==> src/core/dcp_pkg.sv <==
package dcp_pkg;
  localparam int unsigned ADDR_W = 8;
  localparam int unsigned DATA_W = 32;
  localparam logic [7:0] OFS_PORT_LOCKOUT_STATUS = 8'h0c;
  localparam logic [7:0] OFS_WIPE_GUARD_STATUS = 8'h18;
  localparam logic [7:0] OFS_ERASE_UNLOCK_KEY = 8'h1c;
  localparam logic [7:0] OFS_OUTBOUND_MESSAGE = 8'h20;
  localparam logic [7:0] OFS_OUTBOUND_PENDING_STATUS = 8'h24;
  localparam int unsigned BIT_PORT_LOCKOUT = 0;
  localparam int unsigned BIT_SECURE_PORT_LOCKOUT = 1;
  localparam int unsigned BIT_WIPE_GUARD_FLAG = 0;
  localparam int unsigned BIT_MESSAGE_WAITING = 0;
  localparam logic [31:0] KEY_RESET = 32'h0000_0000;
  localparam logic [31:0] MSG_RESET = 32'h0000_0000;
  localparam logic [31:0] WORD_ZERO = 32'h0000_0000;
endpackage

==> src/core/dcp_key_match.sv <==
`timescale 1ns/1ps
// Firmware-side key holder with write-once lock and the key comparison.
module dcp_key_match (
  input wire logic mclk_i,
  input wire logic rst_n_i,
  input wire logic fw_key_we_i,
  input wire logic [dcp_pkg::DATA_W-1:0] fw_key_wdata_i,
  input wire logic fw_lock_we_i,
  input wire logic [dcp_pkg::DATA_W-1:0] dbg_key_i,
  output logic fw_locked_o,
  output logic keys_match_o
);
  import dcp_pkg::*;

  typedef struct packed {
    logic [DATA_W-1:0] key;
    logic locked;
  } dcp_km_s;

  dcp_km_s st_reg;
  dcp_km_s st_next;

  always_comb begin
    st_next = st_reg;
    if (fw_lock_we_i) begin
      st_next.locked = 1'b1;
    end
    // The lock holds until reset, so a late key write is silently dropped.
    if (fw_key_we_i && !st_reg.locked) begin // RULE10
      st_next.key = fw_key_wdata_i;
    end
  end

  always_ff @(posedge mclk_i or negedge rst_n_i) begin
    if (!rst_n_i) begin
      st_reg <= '{key: KEY_RESET, locked: 1'b0};
    end else begin
      st_reg <= st_next;
    end
  end

  assign fw_locked_o = st_reg.locked;
  assign keys_match_o = (st_reg.key != WORD_ZERO) && (st_reg.key == dbg_key_i); // RULE4

  a_lock_blocks_key: assert property (@(posedge mclk_i) disable iff (!rst_n_i) // RULE10
    st_reg.locked |=> $stable(st_reg.key))
    else $error("Firmware key changed while locked.");
  a_lock_sticky: assert property (@(posedge mclk_i) disable iff (!rst_n_i) // RULE10
    st_reg.locked |=> st_reg.locked)
    else $error("Lock dropped without reset.");
endmodule // dcp_key_match

==> src/core/dcp_ctrl_port.sv <==
`timescale 1ns/1ps
// Operation
// RULE1: Protection status at 0x00C, 0 means active.
// RULE2: Erase-protection status bit 0 at 0x018.
// RULE3: Erase-protection bit loaded from nonvolatile setting.
// RULE4: Key register 0x01C; erase on nonzero match.
// RULE5: Debugger writes nonzero key equal to firmware's.
// RULE6: Mailbox data word at 0x020, resets zero.
// RULE7: Debugger mailbox write sets pending flag.
// RULE8: Transmit status reads 1 while data pending.
// RULE9: CPU mailbox read clears pending both sides.
// RULE10: Lock blocks firmware key writes until reset.
// RULE11: Writes to status words are ignored.
module dcp_ctrl_port (
  input wire logic mclk_i,
  input wire logic rst_n_i,
  input wire logic dbg_sel_i,
  input wire logic dbg_we_i,
  input wire logic [dcp_pkg::ADDR_W-1:0] dbg_addr_i,
  input wire logic [dcp_pkg::DATA_W-1:0] dbg_wdata_i,
  output logic [dcp_pkg::DATA_W-1:0] dbg_rdata_o,
  input wire logic nv_port_lockout_off_i,
  input wire logic nv_secure_port_lockout_off_i,
  input wire logic nv_wipe_guard_off_i,
  input wire logic cpu_msg_rd_i,
  output logic [dcp_pkg::DATA_W-1:0] cpu_inbound_message_o,
  output logic cpu_inbound_pending_o,
  input wire logic fw_key_we_i,
  input wire logic [dcp_pkg::DATA_W-1:0] fw_key_wdata_i,
  input wire logic fw_lock_we_i,
  output logic fw_locked_o,
  output logic full_wipe_start_o
);
  import dcp_pkg::*;

  // The read data sits in the state as well, so the debugger always sees a settled word
  // one cycle after its strobe, at the cost of one flop stage on the read path.
  typedef struct packed {
    logic strap_done;
    logic port_off;
    logic secure_off;
    logic wipe_guard_flag;
    logic [DATA_W-1:0] dbg_key;
    logic [DATA_W-1:0] message;
    logic pending;
    logic match_seen;
    logic wipe_start;
    logic [DATA_W-1:0] rdata;
  } dcp_st_s;

  dcp_st_s st_reg;
  dcp_st_s st_next;
  logic keys_match;
  logic wr;

  // The firmware key and its lock live apart so the lock can be reasoned about alone.
  dcp_key_match u_key (
    .mclk_i(mclk_i),
    .rst_n_i(rst_n_i),
    .fw_key_we_i(fw_key_we_i),
    .fw_key_wdata_i(fw_key_wdata_i),
    .fw_lock_we_i(fw_lock_we_i),
    .dbg_key_i(st_reg.dbg_key),
    .fw_locked_o(fw_locked_o),
    .keys_match_o(keys_match)
  );

  // The status offsets have no write decode at all, so a write there simply falls away
  // and cannot disturb the values captured from the settings.
  assign wr = dbg_sel_i && dbg_we_i;

  always_comb begin
    st_next = st_reg;
    st_next.wipe_start = 1'b0;
    // Straps are caught on the first clock after reset release, never under reset.
    // They are never sampled again, so a setting that changes later stays hidden until reset.
    if (!st_reg.strap_done) begin // RULE3
      st_next.strap_done = 1'b1;
      st_next.port_off = nv_port_lockout_off_i;
      st_next.secure_off = nv_secure_port_lockout_off_i;
      st_next.wipe_guard_flag = nv_wipe_guard_off_i;
    end
    // The key is kept after a launch; the erase itself brings the device back to reset.
    if (wr && dbg_addr_i == OFS_ERASE_UNLOCK_KEY) begin // RULE4
      st_next.dbg_key = dbg_wdata_i;
    end
    if (cpu_msg_rd_i) begin // RULE9
      st_next.pending = 1'b0;
    end
    // A debugger write in the same cycle as the CPU read wins, so no message is lost.
    if (wr && dbg_addr_i == OFS_OUTBOUND_MESSAGE) begin // RULE6
      st_next.message = dbg_wdata_i;
      st_next.pending = 1'b1; // RULE7
    end
    // The erase is launched once per new match, not every cycle the keys agree.
    // A new matching pair written without breaking the match first gives no second launch.
    st_next.match_seen = keys_match;
    if (keys_match && !st_reg.match_seen) begin // RULE4
      st_next.wipe_start = 1'b1;
    end
    st_next.rdata = WORD_ZERO;
    if (dbg_sel_i && !dbg_we_i) begin // RULE11
      unique case (dbg_addr_i)
        OFS_PORT_LOCKOUT_STATUS: begin // RULE1
          st_next.rdata[BIT_PORT_LOCKOUT] = st_reg.port_off;
          st_next.rdata[BIT_SECURE_PORT_LOCKOUT] = st_reg.secure_off;
        end
        OFS_WIPE_GUARD_STATUS: begin // RULE2
          st_next.rdata[BIT_WIPE_GUARD_FLAG] = st_reg.wipe_guard_flag;
        end
        OFS_ERASE_UNLOCK_KEY: begin
          st_next.rdata = st_reg.dbg_key;
        end
        OFS_OUTBOUND_MESSAGE: begin
          st_next.rdata = st_reg.message;
        end
        OFS_OUTBOUND_PENDING_STATUS: begin // RULE8
          st_next.rdata[BIT_MESSAGE_WAITING] = st_reg.pending;
        end
        default: begin
          st_next.rdata = WORD_ZERO;
        end
      endcase
    end
  end

  always_ff @(posedge mclk_i or negedge rst_n_i) begin
    if (!rst_n_i) begin
      st_reg <= '{strap_done: 1'b0, port_off: 1'b0, secure_off: 1'b0,
                  wipe_guard_flag: 1'b0, dbg_key: KEY_RESET, message: MSG_RESET,
                  pending: 1'b0, match_seen: 1'b0, wipe_start: 1'b0, rdata: WORD_ZERO};
    end else begin
      st_reg <= st_next;
    end
  end

  // Every output comes straight from a flop, so the CPU side never sees a glitch.
  assign dbg_rdata_o = st_reg.rdata;
  assign cpu_inbound_message_o = st_reg.message;
  assign cpu_inbound_pending_o = st_reg.pending;
  assign full_wipe_start_o = st_reg.wipe_start;

  // Readback checks compare with the state one cycle earlier, when the strobe was taken.
  a_msg_sets_pend: assert property (@(posedge mclk_i) disable iff (!rst_n_i) // RULE7
    wr && dbg_addr_i == OFS_OUTBOUND_MESSAGE
    |=> st_reg.pending && st_reg.message == $past(dbg_wdata_i))
    else $error("Mailbox write did not set pending.");
  a_read_clears: assert property (@(posedge mclk_i) disable iff (!rst_n_i) // RULE9
    cpu_msg_rd_i && !(wr && dbg_addr_i == OFS_OUTBOUND_MESSAGE) |=> !st_reg.pending)
    else $error("CPU read did not clear pending.");
  a_pend_readback: assert property (@(posedge mclk_i) disable iff (!rst_n_i) // RULE8
    dbg_sel_i && !dbg_we_i && dbg_addr_i == OFS_OUTBOUND_PENDING_STATUS
    |=> dbg_rdata_o == {31'h0000_0000, $past(st_reg.pending)})
    else $error("Pending status read wrong.");
  a_prot_readback: assert property (@(posedge mclk_i) disable iff (!rst_n_i) // RULE1
    dbg_sel_i && !dbg_we_i && dbg_addr_i == OFS_PORT_LOCKOUT_STATUS
    |=> dbg_rdata_o == {30'h0000_0000, $past(st_reg.secure_off), $past(st_reg.port_off)})
    else $error("Protection status read wrong.");
  a_guard_readback: assert property (@(posedge mclk_i) disable iff (!rst_n_i) // RULE2
    dbg_sel_i && !dbg_we_i && dbg_addr_i == OFS_WIPE_GUARD_STATUS
    |=> dbg_rdata_o == {31'h0000_0000, $past(st_reg.wipe_guard_flag)})
    else $error("Erase-protection status read wrong.");
  a_strap_stable: assert property (@(posedge mclk_i) disable iff (!rst_n_i) // RULE11
    st_reg.strap_done |=> $stable(st_reg.wipe_guard_flag) && $stable(st_reg.port_off)
    && $stable(st_reg.secure_off))
    else $error("Status changed after strap capture.");
  a_strap_loaded: assert property (@(posedge mclk_i) disable iff (!rst_n_i) // RULE3
    !st_reg.strap_done |=> st_reg.wipe_guard_flag == $past(nv_wipe_guard_off_i))
    else $error("Erase-protection bit not taken from setting.");
  a_wipe_on_match: assert property (@(posedge mclk_i) disable iff (!rst_n_i) // RULE4
    full_wipe_start_o |-> $past(keys_match) && !$past(st_reg.match_seen)
    && $past(st_reg.dbg_key) != WORD_ZERO)
    else $error("Erase started without a nonzero key match.");

  // Register write and readback paths of the key and the message word.
  a_key_write: assert property (@(posedge mclk_i) disable iff (!rst_n_i) // RULE4
    wr && dbg_addr_i == OFS_ERASE_UNLOCK_KEY |=> st_reg.dbg_key == $past(dbg_wdata_i))
    else $error("Unlock key write not taken.");
  a_key_readback: assert property (@(posedge mclk_i) disable iff (!rst_n_i) // RULE4
    dbg_sel_i && !dbg_we_i && dbg_addr_i == OFS_ERASE_UNLOCK_KEY
    |=> dbg_rdata_o == $past(st_reg.dbg_key))
    else $error("Unlock key read wrong.");
  a_msg_readback: assert property (@(posedge mclk_i) disable iff (!rst_n_i) // RULE6
    dbg_sel_i && !dbg_we_i && dbg_addr_i == OFS_OUTBOUND_MESSAGE
    |=> dbg_rdata_o == $past(st_reg.message))
    else $error("Mailbox word read wrong.");

  // Only a debugger write may change the word; the CPU read leaves it in place.
  a_msg_hold: assert property (@(posedge mclk_i) disable iff (!rst_n_i) // RULE6
    !(wr && dbg_addr_i == OFS_OUTBOUND_MESSAGE) |=> $stable(st_reg.message))
    else $error("Mailbox word changed without a write.");
  a_pend_only_write: assert property (@(posedge mclk_i) disable iff (!rst_n_i) // RULE7
    !st_reg.pending && !(wr && dbg_addr_i == OFS_OUTBOUND_MESSAGE) |=> !st_reg.pending)
    else $error("Pending rose without a mailbox write.");

  // A read strobe alone loads the read register; otherwise it returns to zero.
  a_idle_rdata: assert property (@(posedge mclk_i) disable iff (!rst_n_i) // RULE11
    !(dbg_sel_i && !dbg_we_i) |=> dbg_rdata_o == WORD_ZERO)
    else $error("Read data stood without a read.");
  a_strap_port: assert property (@(posedge mclk_i) disable iff (!rst_n_i) // RULE1
    !st_reg.strap_done |=> st_reg.port_off == $past(nv_port_lockout_off_i)
    && st_reg.secure_off == $past(nv_secure_port_lockout_off_i))
    else $error("Protection bits not taken from settings.");

  // The launch is a single pulse so the eraser never sees a second request.
  a_wipe_single: assert property (@(posedge mclk_i) disable iff (!rst_n_i) // RULE4
    full_wipe_start_o |=> !full_wipe_start_o)
    else $error("Erase start lasted more than one cycle.");
  a_match_wipes: assert property (@(posedge mclk_i) disable iff (!rst_n_i) // RULE4
    keys_match && !st_reg.match_seen |=> full_wipe_start_o)
    else $error("Key match did not start the erase.");

  // Main scenarios that the bench is expected to reach.
  c_msg_write: cover property (@(posedge mclk_i) disable iff (!rst_n_i)
    wr && dbg_addr_i == OFS_OUTBOUND_MESSAGE ##[1:20] cpu_msg_rd_i);
  c_wipe: cover property (@(posedge mclk_i) disable iff (!rst_n_i) full_wipe_start_o);
  c_locked: cover property (@(posedge mclk_i) disable iff (!rst_n_i) fw_locked_o && fw_key_we_i);
  c_write_and_read: cover property (@(posedge mclk_i) disable iff (!rst_n_i)
    wr && dbg_addr_i == OFS_OUTBOUND_MESSAGE && cpu_msg_rd_i);
  c_status_write: cover property (@(posedge mclk_i) disable iff (!rst_n_i)
    wr && dbg_addr_i == OFS_WIPE_GUARD_STATUS);
endmodule // dcp_ctrl_port

==> config.mk <==
export PLATFORM = sky130hd
export DESIGN_NAME = dcp_ctrl_port
export DESIGN_NICKNAME = d
export VERILOG_FILES = /design/src/core/dcp_pkg.sv /design/src/core/dcp_key_match.sv /design/src/core/dcp_ctrl_port.sv
export SDC_FILE = /design/constraint.sdc
export NUM_CORES = 1
export LEC_CHECK = 0
export BUFFER_PORTS_ARGS = -buffer_cell sky130_fd_sc_hd__buf_2
export CAP_MARGIN = 20
export CORE_MARGIN = 3
export CORE_UTILIZATION = 35
export DETAILED_ROUTE_END_ITERATION = 10
export PLACE_DENSITY_LB_ADDON = 0.1
export SLEW_MARGIN = 15
export SYNTH_ARGS = -nofsm -noshare
export SYNTH_HDL_FRONTEND = slang
export SYNTH_HIERARCHICAL = 1
export SYNTH_SLANG_ARGS = --single-unit
==> constraint.sdc <==
create_clock -name mclk_i -period 1.3 [get_ports mclk_i]
set_input_delay 0.26 -clock mclk_i [delete_from_list [all_inputs] [get_ports mclk_i]]
set_output_delay 0.26 -clock mclk_i [all_outputs]
set_load 0.02 [all_outputs]
# Word level (Yosys, flattened, before mapping)
# Index checks and enable logic that the tools add are counted.
# op_classes
n_eq_ne	6
muxes	7
reduce_logical	12
# ops
op	count
30-bit one-hot mux with 2 select lines	1
32-bit == test	1
32-bit 2-to-1 mux	1
32-bit nonzero test	1
8-bit by 5-bit == test with 1-bit output, second input constant	2
8-bit by 6-bit == test with 1-bit output, second input constant	2
8-bit by 4-bit == test with 1-bit output, second input constant	1
1-bit logical AND	7
1-bit one-hot mux with 5 select lines	1
1-bit logical NOT	3
1-bit 2-to-1 mux	3
1-bit one-hot mux with 3 select lines	1
2-bit nonzero test	1
# totals
regBits	136
in_bits	82
output_inout_bits	67
wordCells	37

# Depth between registers and ports, before layout
# depth
ltp_word	4
depth_mapped	7
ltp_nobuf	5

# By module
# Netlist, hierarchy kept.
# modules_own_cells
mod	instances	cells_each	area_per_inst_um2	seq_area_each_um2
dcp_ctrl_port	1	337	4433.0	2577.5
dcp_key_match	1	125	1665.3	825.8

# Worst setup path after synthesis
# No wires, ideal clock.
# synth_timing
path_kind	input port to flip-flop
start	input port dbg_addr_i[7] in the netlist's numbering
end	register st_reg (netlist bit cpu_inbound_message_o[10])
arrival_time_ps	1896
required_ps	1173
setup_slack_ps	-724
path_stages	6
path_buffers	2
path_cell_list	or4_1 > nor4_4 > and3_1 > buf_4 > buf_6 > mux2_1
# synth_between
elab_chain_len	2
# synth_lines
element	line	text
from (decl)	dcp_ctrl_port.sv:19	input wire logic [dcp_pkg::ADDR_W-1:0] dbg_addr_i,
8-bit by 6-bit == test with 1-bit output	dcp_ctrl_port.sv:91	if (wr && dbg_addr_i == OFS_OUTBOUND_MESSAGE) begin
1-bit logical AND	dcp_ctrl_port.sv:91	
to (signal assigned)	dcp_ctrl_port.sv:129	st_reg <= '{strap_done: 1'b0, port_off: 1'b0, secure_off: 1'b0,
to (signal assigned)	dcp_ctrl_port.sv:133	st_reg <= st_next;
to (decl)	dcp_ctrl_port.sv:51	dcp_st_s st_reg;
# No other way between the ends.
# A chain may end at the register's enable or synchronous reset.

# Worst setup path after layout
# layout_timing
start	input port dbg_addr_i[7] in the netlist's numbering
end	register st_reg (netlist bit cpu_inbound_message_o[19])
# The elaborated chain is that of the path after synthesis.

==> flow_summary.rst <==
.. list-table::
   :header-rows: 1

   * - Metric
     - Value
   * - Clock sinks
     - between 100 and 150
   * - Critical path required time
     - roughly 1.6 ns
   * - Clock edge transition at the registers on the reported setup and hold paths
     - 0.06 ns
   * - Num rows
     - 47
   * - Setup Slack @ Placement
     - -0.809 ns
   * - Critical Path AT
     - 1.91 ns
   * - Initial Utilization
     - 36.3%
   * - Startpoint of the lowest-slack register-to-register path
     - u_key/st_reg[28]
   * - First-pass GRT wire length
     - 25.7 mm
   * - Mapped cell area
     - 0.00610 sq mm
   * - PD cells
     - 1240 mW/mm^2
   * - Ratio of cells with drive above 1 in the final layout
     - 59.4%
   * - Crit Path Max Fanout
     - 14
   * - Drt pass-1 iters
     - 4
   * - Result of the run
     - finished, violations left
   * - Post-layout min period
     - 1.61 ns
   * - Slack of the worst reg-to-reg path
     - -0.18 ns
   * - Max Freq
     - 0.620 GHz
   * - Num CTS Buffers
     - 17
   * - I/O pin count
     - 149
   * - Total global routing track utilization
     - 17.4%
   * - Yosys top cell by area
     - sky130_fd_sc_hd__dfrtp_1
   * - Reg2Reg Capture Point
     - full_wipe_start_o
   * - Setup skew after layout
     - 0.00844 ns
   * - RSZ-0062 raised after global routing
     - yes
   * - # H-tree levels
     - 4
   * - Number of remaining DRC errors
     - 0
   * - Placeable core area
     - 0.0168 sq mm
   * - Fin worst setup slack
     - -0.314 ns
   * - Weighted congestion reported at the end of routability-driven placement
     - 0.752
   * - Most frequent standard cell in the layout excluding fill and tap cells
     - sky130_fd_sc_hd__buf_2
   * - Fin Setup TNS
     - -22.09 ns
   * - WHS Endpoint
     - u_key/fw_locked_o
   * - Total count of hold-check failures in the final report
     - 0
   * - Maximum count of clock buffers along a single path
     - 2
   * - Overall die width
     - about 140 um
   * - Max FFs per register
     - 37
   * - Min-Delay Path Class
     - in2reg
   * - TritonCTS clock tree
     - built
   * - Wirelength, routed
     - approximately 17 mm
   * - Largest net degree at the start of global routing
     - 43
   * - Standby leakage power
     - around 4.4 nW
   * - Power, Total
     - roughly 11 mW
   * - Final global-route overflow total
     - 0
   * - Total half-perimeter wirelength after legalization and detailed placement
     - 10.9 mm
   * - Synthesized instance count
     - 462
   * - Number of nets in the finished design
     - 714
   * - Mean cell area of the mapped netlist
     - 13.2 sq um
   * - Fill cells
     - 1555
   * - Flip-flop and latch count after synthesis
     - 136
   * - Sequential element share of the synthesized area
     - a little under three fifths
   * - Type of the worst setup path
     - in2reg
   * - Count of warnings emitted by yosys
     - 6
   * - Number of violations of the max-capacitance limit
     - 0
   * - Instance area at placement
     - 0.00724 sq mm
   * - Kind of start point of the critical path
     - input pin
   * - Post-layout utilization of the core
     - 51.2%
   * - Hold path depth
     - 2
   * - Via Count
     - between 4000 and 5000
   * - Drt wl/cell
     - 19.3 um
   * - Routed vias/inst
     - 4.70
   * - Final design instance area without fill
     - 0.00862 sq mm
   * - Reg2Reg Depth
     - 5
   * - Starting DRC count in detailed routing
     - 116
   * - Final antenna-violating net count
     - 0
   * - Final Slew Violations
     - 0
   * - Number of antenna repair diodes
     - 0
   * - Initial antenna violation count
     - 0
   * - Critical Path End Type
     - register
   * - Port buffer count
     - 148
   * - Final setup fails
     - 124
   * - Share of the synthesized area in the top cell type
     - 55.8%
   * - Clk Latency, worst-skew pair
     - 0.41 ns
   * - Number of global-route vias before repair
     - 4474
   * - Beginning of the worst hold path
     - fw_lock_we_i
   * - VDD IR max
     - 0.887 mV
   * - Area of the die
     - 0.0190 sq mm
   * - Area growth from synthesis to layout
     - 41.3%
   * - Violations in the final reports
     - setup timing
   * - Ranking of synthesized cells by area
     - sky130_fd_sc_hd__dfrtp_1, sky130_fd_sc_hd__mux2_1, sky130_fd_sc_hd__buf_4
   * - Commonest cells after routing, fill and taps aside
     - sky130_fd_sc_hd__buf_2, sky130_fd_sc_hd__dfrtp_1, sky130_fd_sc_hd__mux2_4, sky130_fd_sc_hd__buf_4, sky130_fd_sc_hd__nor2_1
   * - Share of the clock period used by the worst path after layout
     - 124%
   * - Clock tree root driver cell
     - sky130_fd_sc_hd__clkbuf_16
   * - Height of the chip
     - 138 um
   * - Unique masters post-synth
     - 31
   * - Post-synth net total
     - 544
## kinds of logic (layout without fill, tap and decap cells)
group                     after synthesis  count (layout)  synth area share [%]
AOI/OAI and AO/OA                      35              35                  4.29
xor gates and xnor gates               32              32                  4.60
buffers and inverters                  87             270                  10.0
DFF                                   136             136                  55.8
muxes                                 100             100                  18.4
other                                   1               1                0.0615
and+or+nand+nor                        71              71                  6.79
## timing repair
action	CTS	global route
setup buffers	11	4
gates resized for setup	47	46
pin swaps	25	8
gates cloned	6	4
hold endpoints to repair	24	0
endpoints found under the setup margin	98	131
hold buffers	1	0
## layer usage
| metal | GRT usage (%) | vias up | wire (um) |
|---|---|---|---|
| met5 | 0 | - | 0 |
| met4 | 5.88 | 0 | 228 |
| met3 | 4.21 | 12 | 812 |
| met2 | 27.4 | 114 | 7880 |
| met1 | 23.7 | 2035 | 7750 |
| li1 | - | 1905 | - |
## layout make-up
cell class	count	area, sq um	share of cell area [%]
clock buffers	20	447	5.18
clock inverters	12	175	2.03
inverters	1	3.75	0.0436
multi-input cells	239	2540	29.5
flip-flops and latches	136	3400	39.5
well taps	220	275	3.19
repair buffers	237	1770	20.5
## report_power, final
group	switching [mW]	total (mW)	leakage, nW	internal, mW
registers	0.161	4.58	1.83	4.42
clock network	1.81	5.06	0.296	3.25
logic	0.475	1.06	2.24	0.590
total	2.44	10.7	4.37	8.26
## cell usage after synthesis
| library cell | count |
|---|---|
| sky130_fd_sc_hd__and3_1 | 2 |
| sky130_fd_sc_hd__a22o_1 | 2 |
| sky130_fd_sc_hd__a21o_1 | 1 |
| sky130_fd_sc_hd__buf_2 | 4 |
| sky130_fd_sc_hd__mux2i_1 | 1 |
| sky130_fd_sc_hd__nor4b_2 | 1 |
| sky130_fd_sc_hd__dfrtp_1 | 136 |
| sky130_fd_sc_hd__xor2_1 | 32 |
| sky130_fd_sc_hd__a31oi_1 | 1 |
| sky130_fd_sc_hd__or2_2 | 1 |
| sky130_fd_sc_hd__nor2_1 | 32 |
| sky130_fd_sc_hd__or4_1 | 2 |
| sky130_fd_sc_hd__clkbuf_1 | 10 |
| sky130_fd_sc_hd__a22oi_1 | 30 |
| sky130_fd_sc_hd__nor3_1 | 1 |
| sky130_fd_sc_hd__nand2_1 | 1 |
| sky130_fd_sc_hd__nor4_2 | 4 |
| sky130_fd_sc_hd__nor4_1 | 13 |
| sky130_fd_sc_hd__buf_4 | 68 |
| sky130_fd_sc_hd__buf_6 | 3 |
| sky130_fd_sc_hd__nand4_1 | 7 |
| sky130_fd_sc_hd__mux2_1 | 64 |
| sky130_fd_sc_hd__and4_1 | 1 |
| sky130_fd_sc_hd__a21oi_1 | 1 |
| sky130_fd_sc_hd__clkbuf_2 | 1 |
| sky130_fd_sc_hd__nand2b_1 | 2 |
| sky130_fd_sc_hd__inv_1 | 1 |
| sky130_fd_sc_hd__nor4_4 | 1 |
| sky130_fd_sc_hd__conb_1 | 1 |
| sky130_fd_sc_hd__nor2b_1 | 3 |
| sky130_fd_sc_hd__mux2_2 | 35 |
## worst max-delay path, cell delays in order
cell and delay [ns]:
sky130_fd_sc_hd__buf_6 0.09, sky130_fd_sc_hd__or4_4 0.55, sky130_fd_sc_hd__nor4_4 0.17, sky130_fd_sc_hd__and3_4 0.31
sky130_fd_sc_hd__buf_12 0.17, sky130_fd_sc_hd__mux2_1 0.33
## worst max-delay path by stage
stage,depth (start not counted),to,slack [ns],from
after detailed placement,6,cpu_inbound_message_o[7],-0.81,dbg_addr_i[7]
after floorplan,6,cpu_inbound_message_o[10],-0.66,dbg_addr_i[7]
after CTS,6,cpu_inbound_message_o[21],-0.31,dbg_addr_i[7]
after global placement,6,cpu_inbound_message_o[16],-0.79,dbg_addr_i[7]
final,6,cpu_inbound_message_o[19],-0.31,dbg_addr_i[7]
after global routing,6,cpu_inbound_message_o[20],-0.35,dbg_addr_i[7]
## metrics by stage
step                hold slack [ns]  cells
global route                 0.0283    865
CTS                          0.0105    858
floorplan                   -0.0356    462
finish                       0.0296    865
detailed placement            0.144    808
global placement              0.145    808
Note: power is estimated with default switching activity, not from simulation.
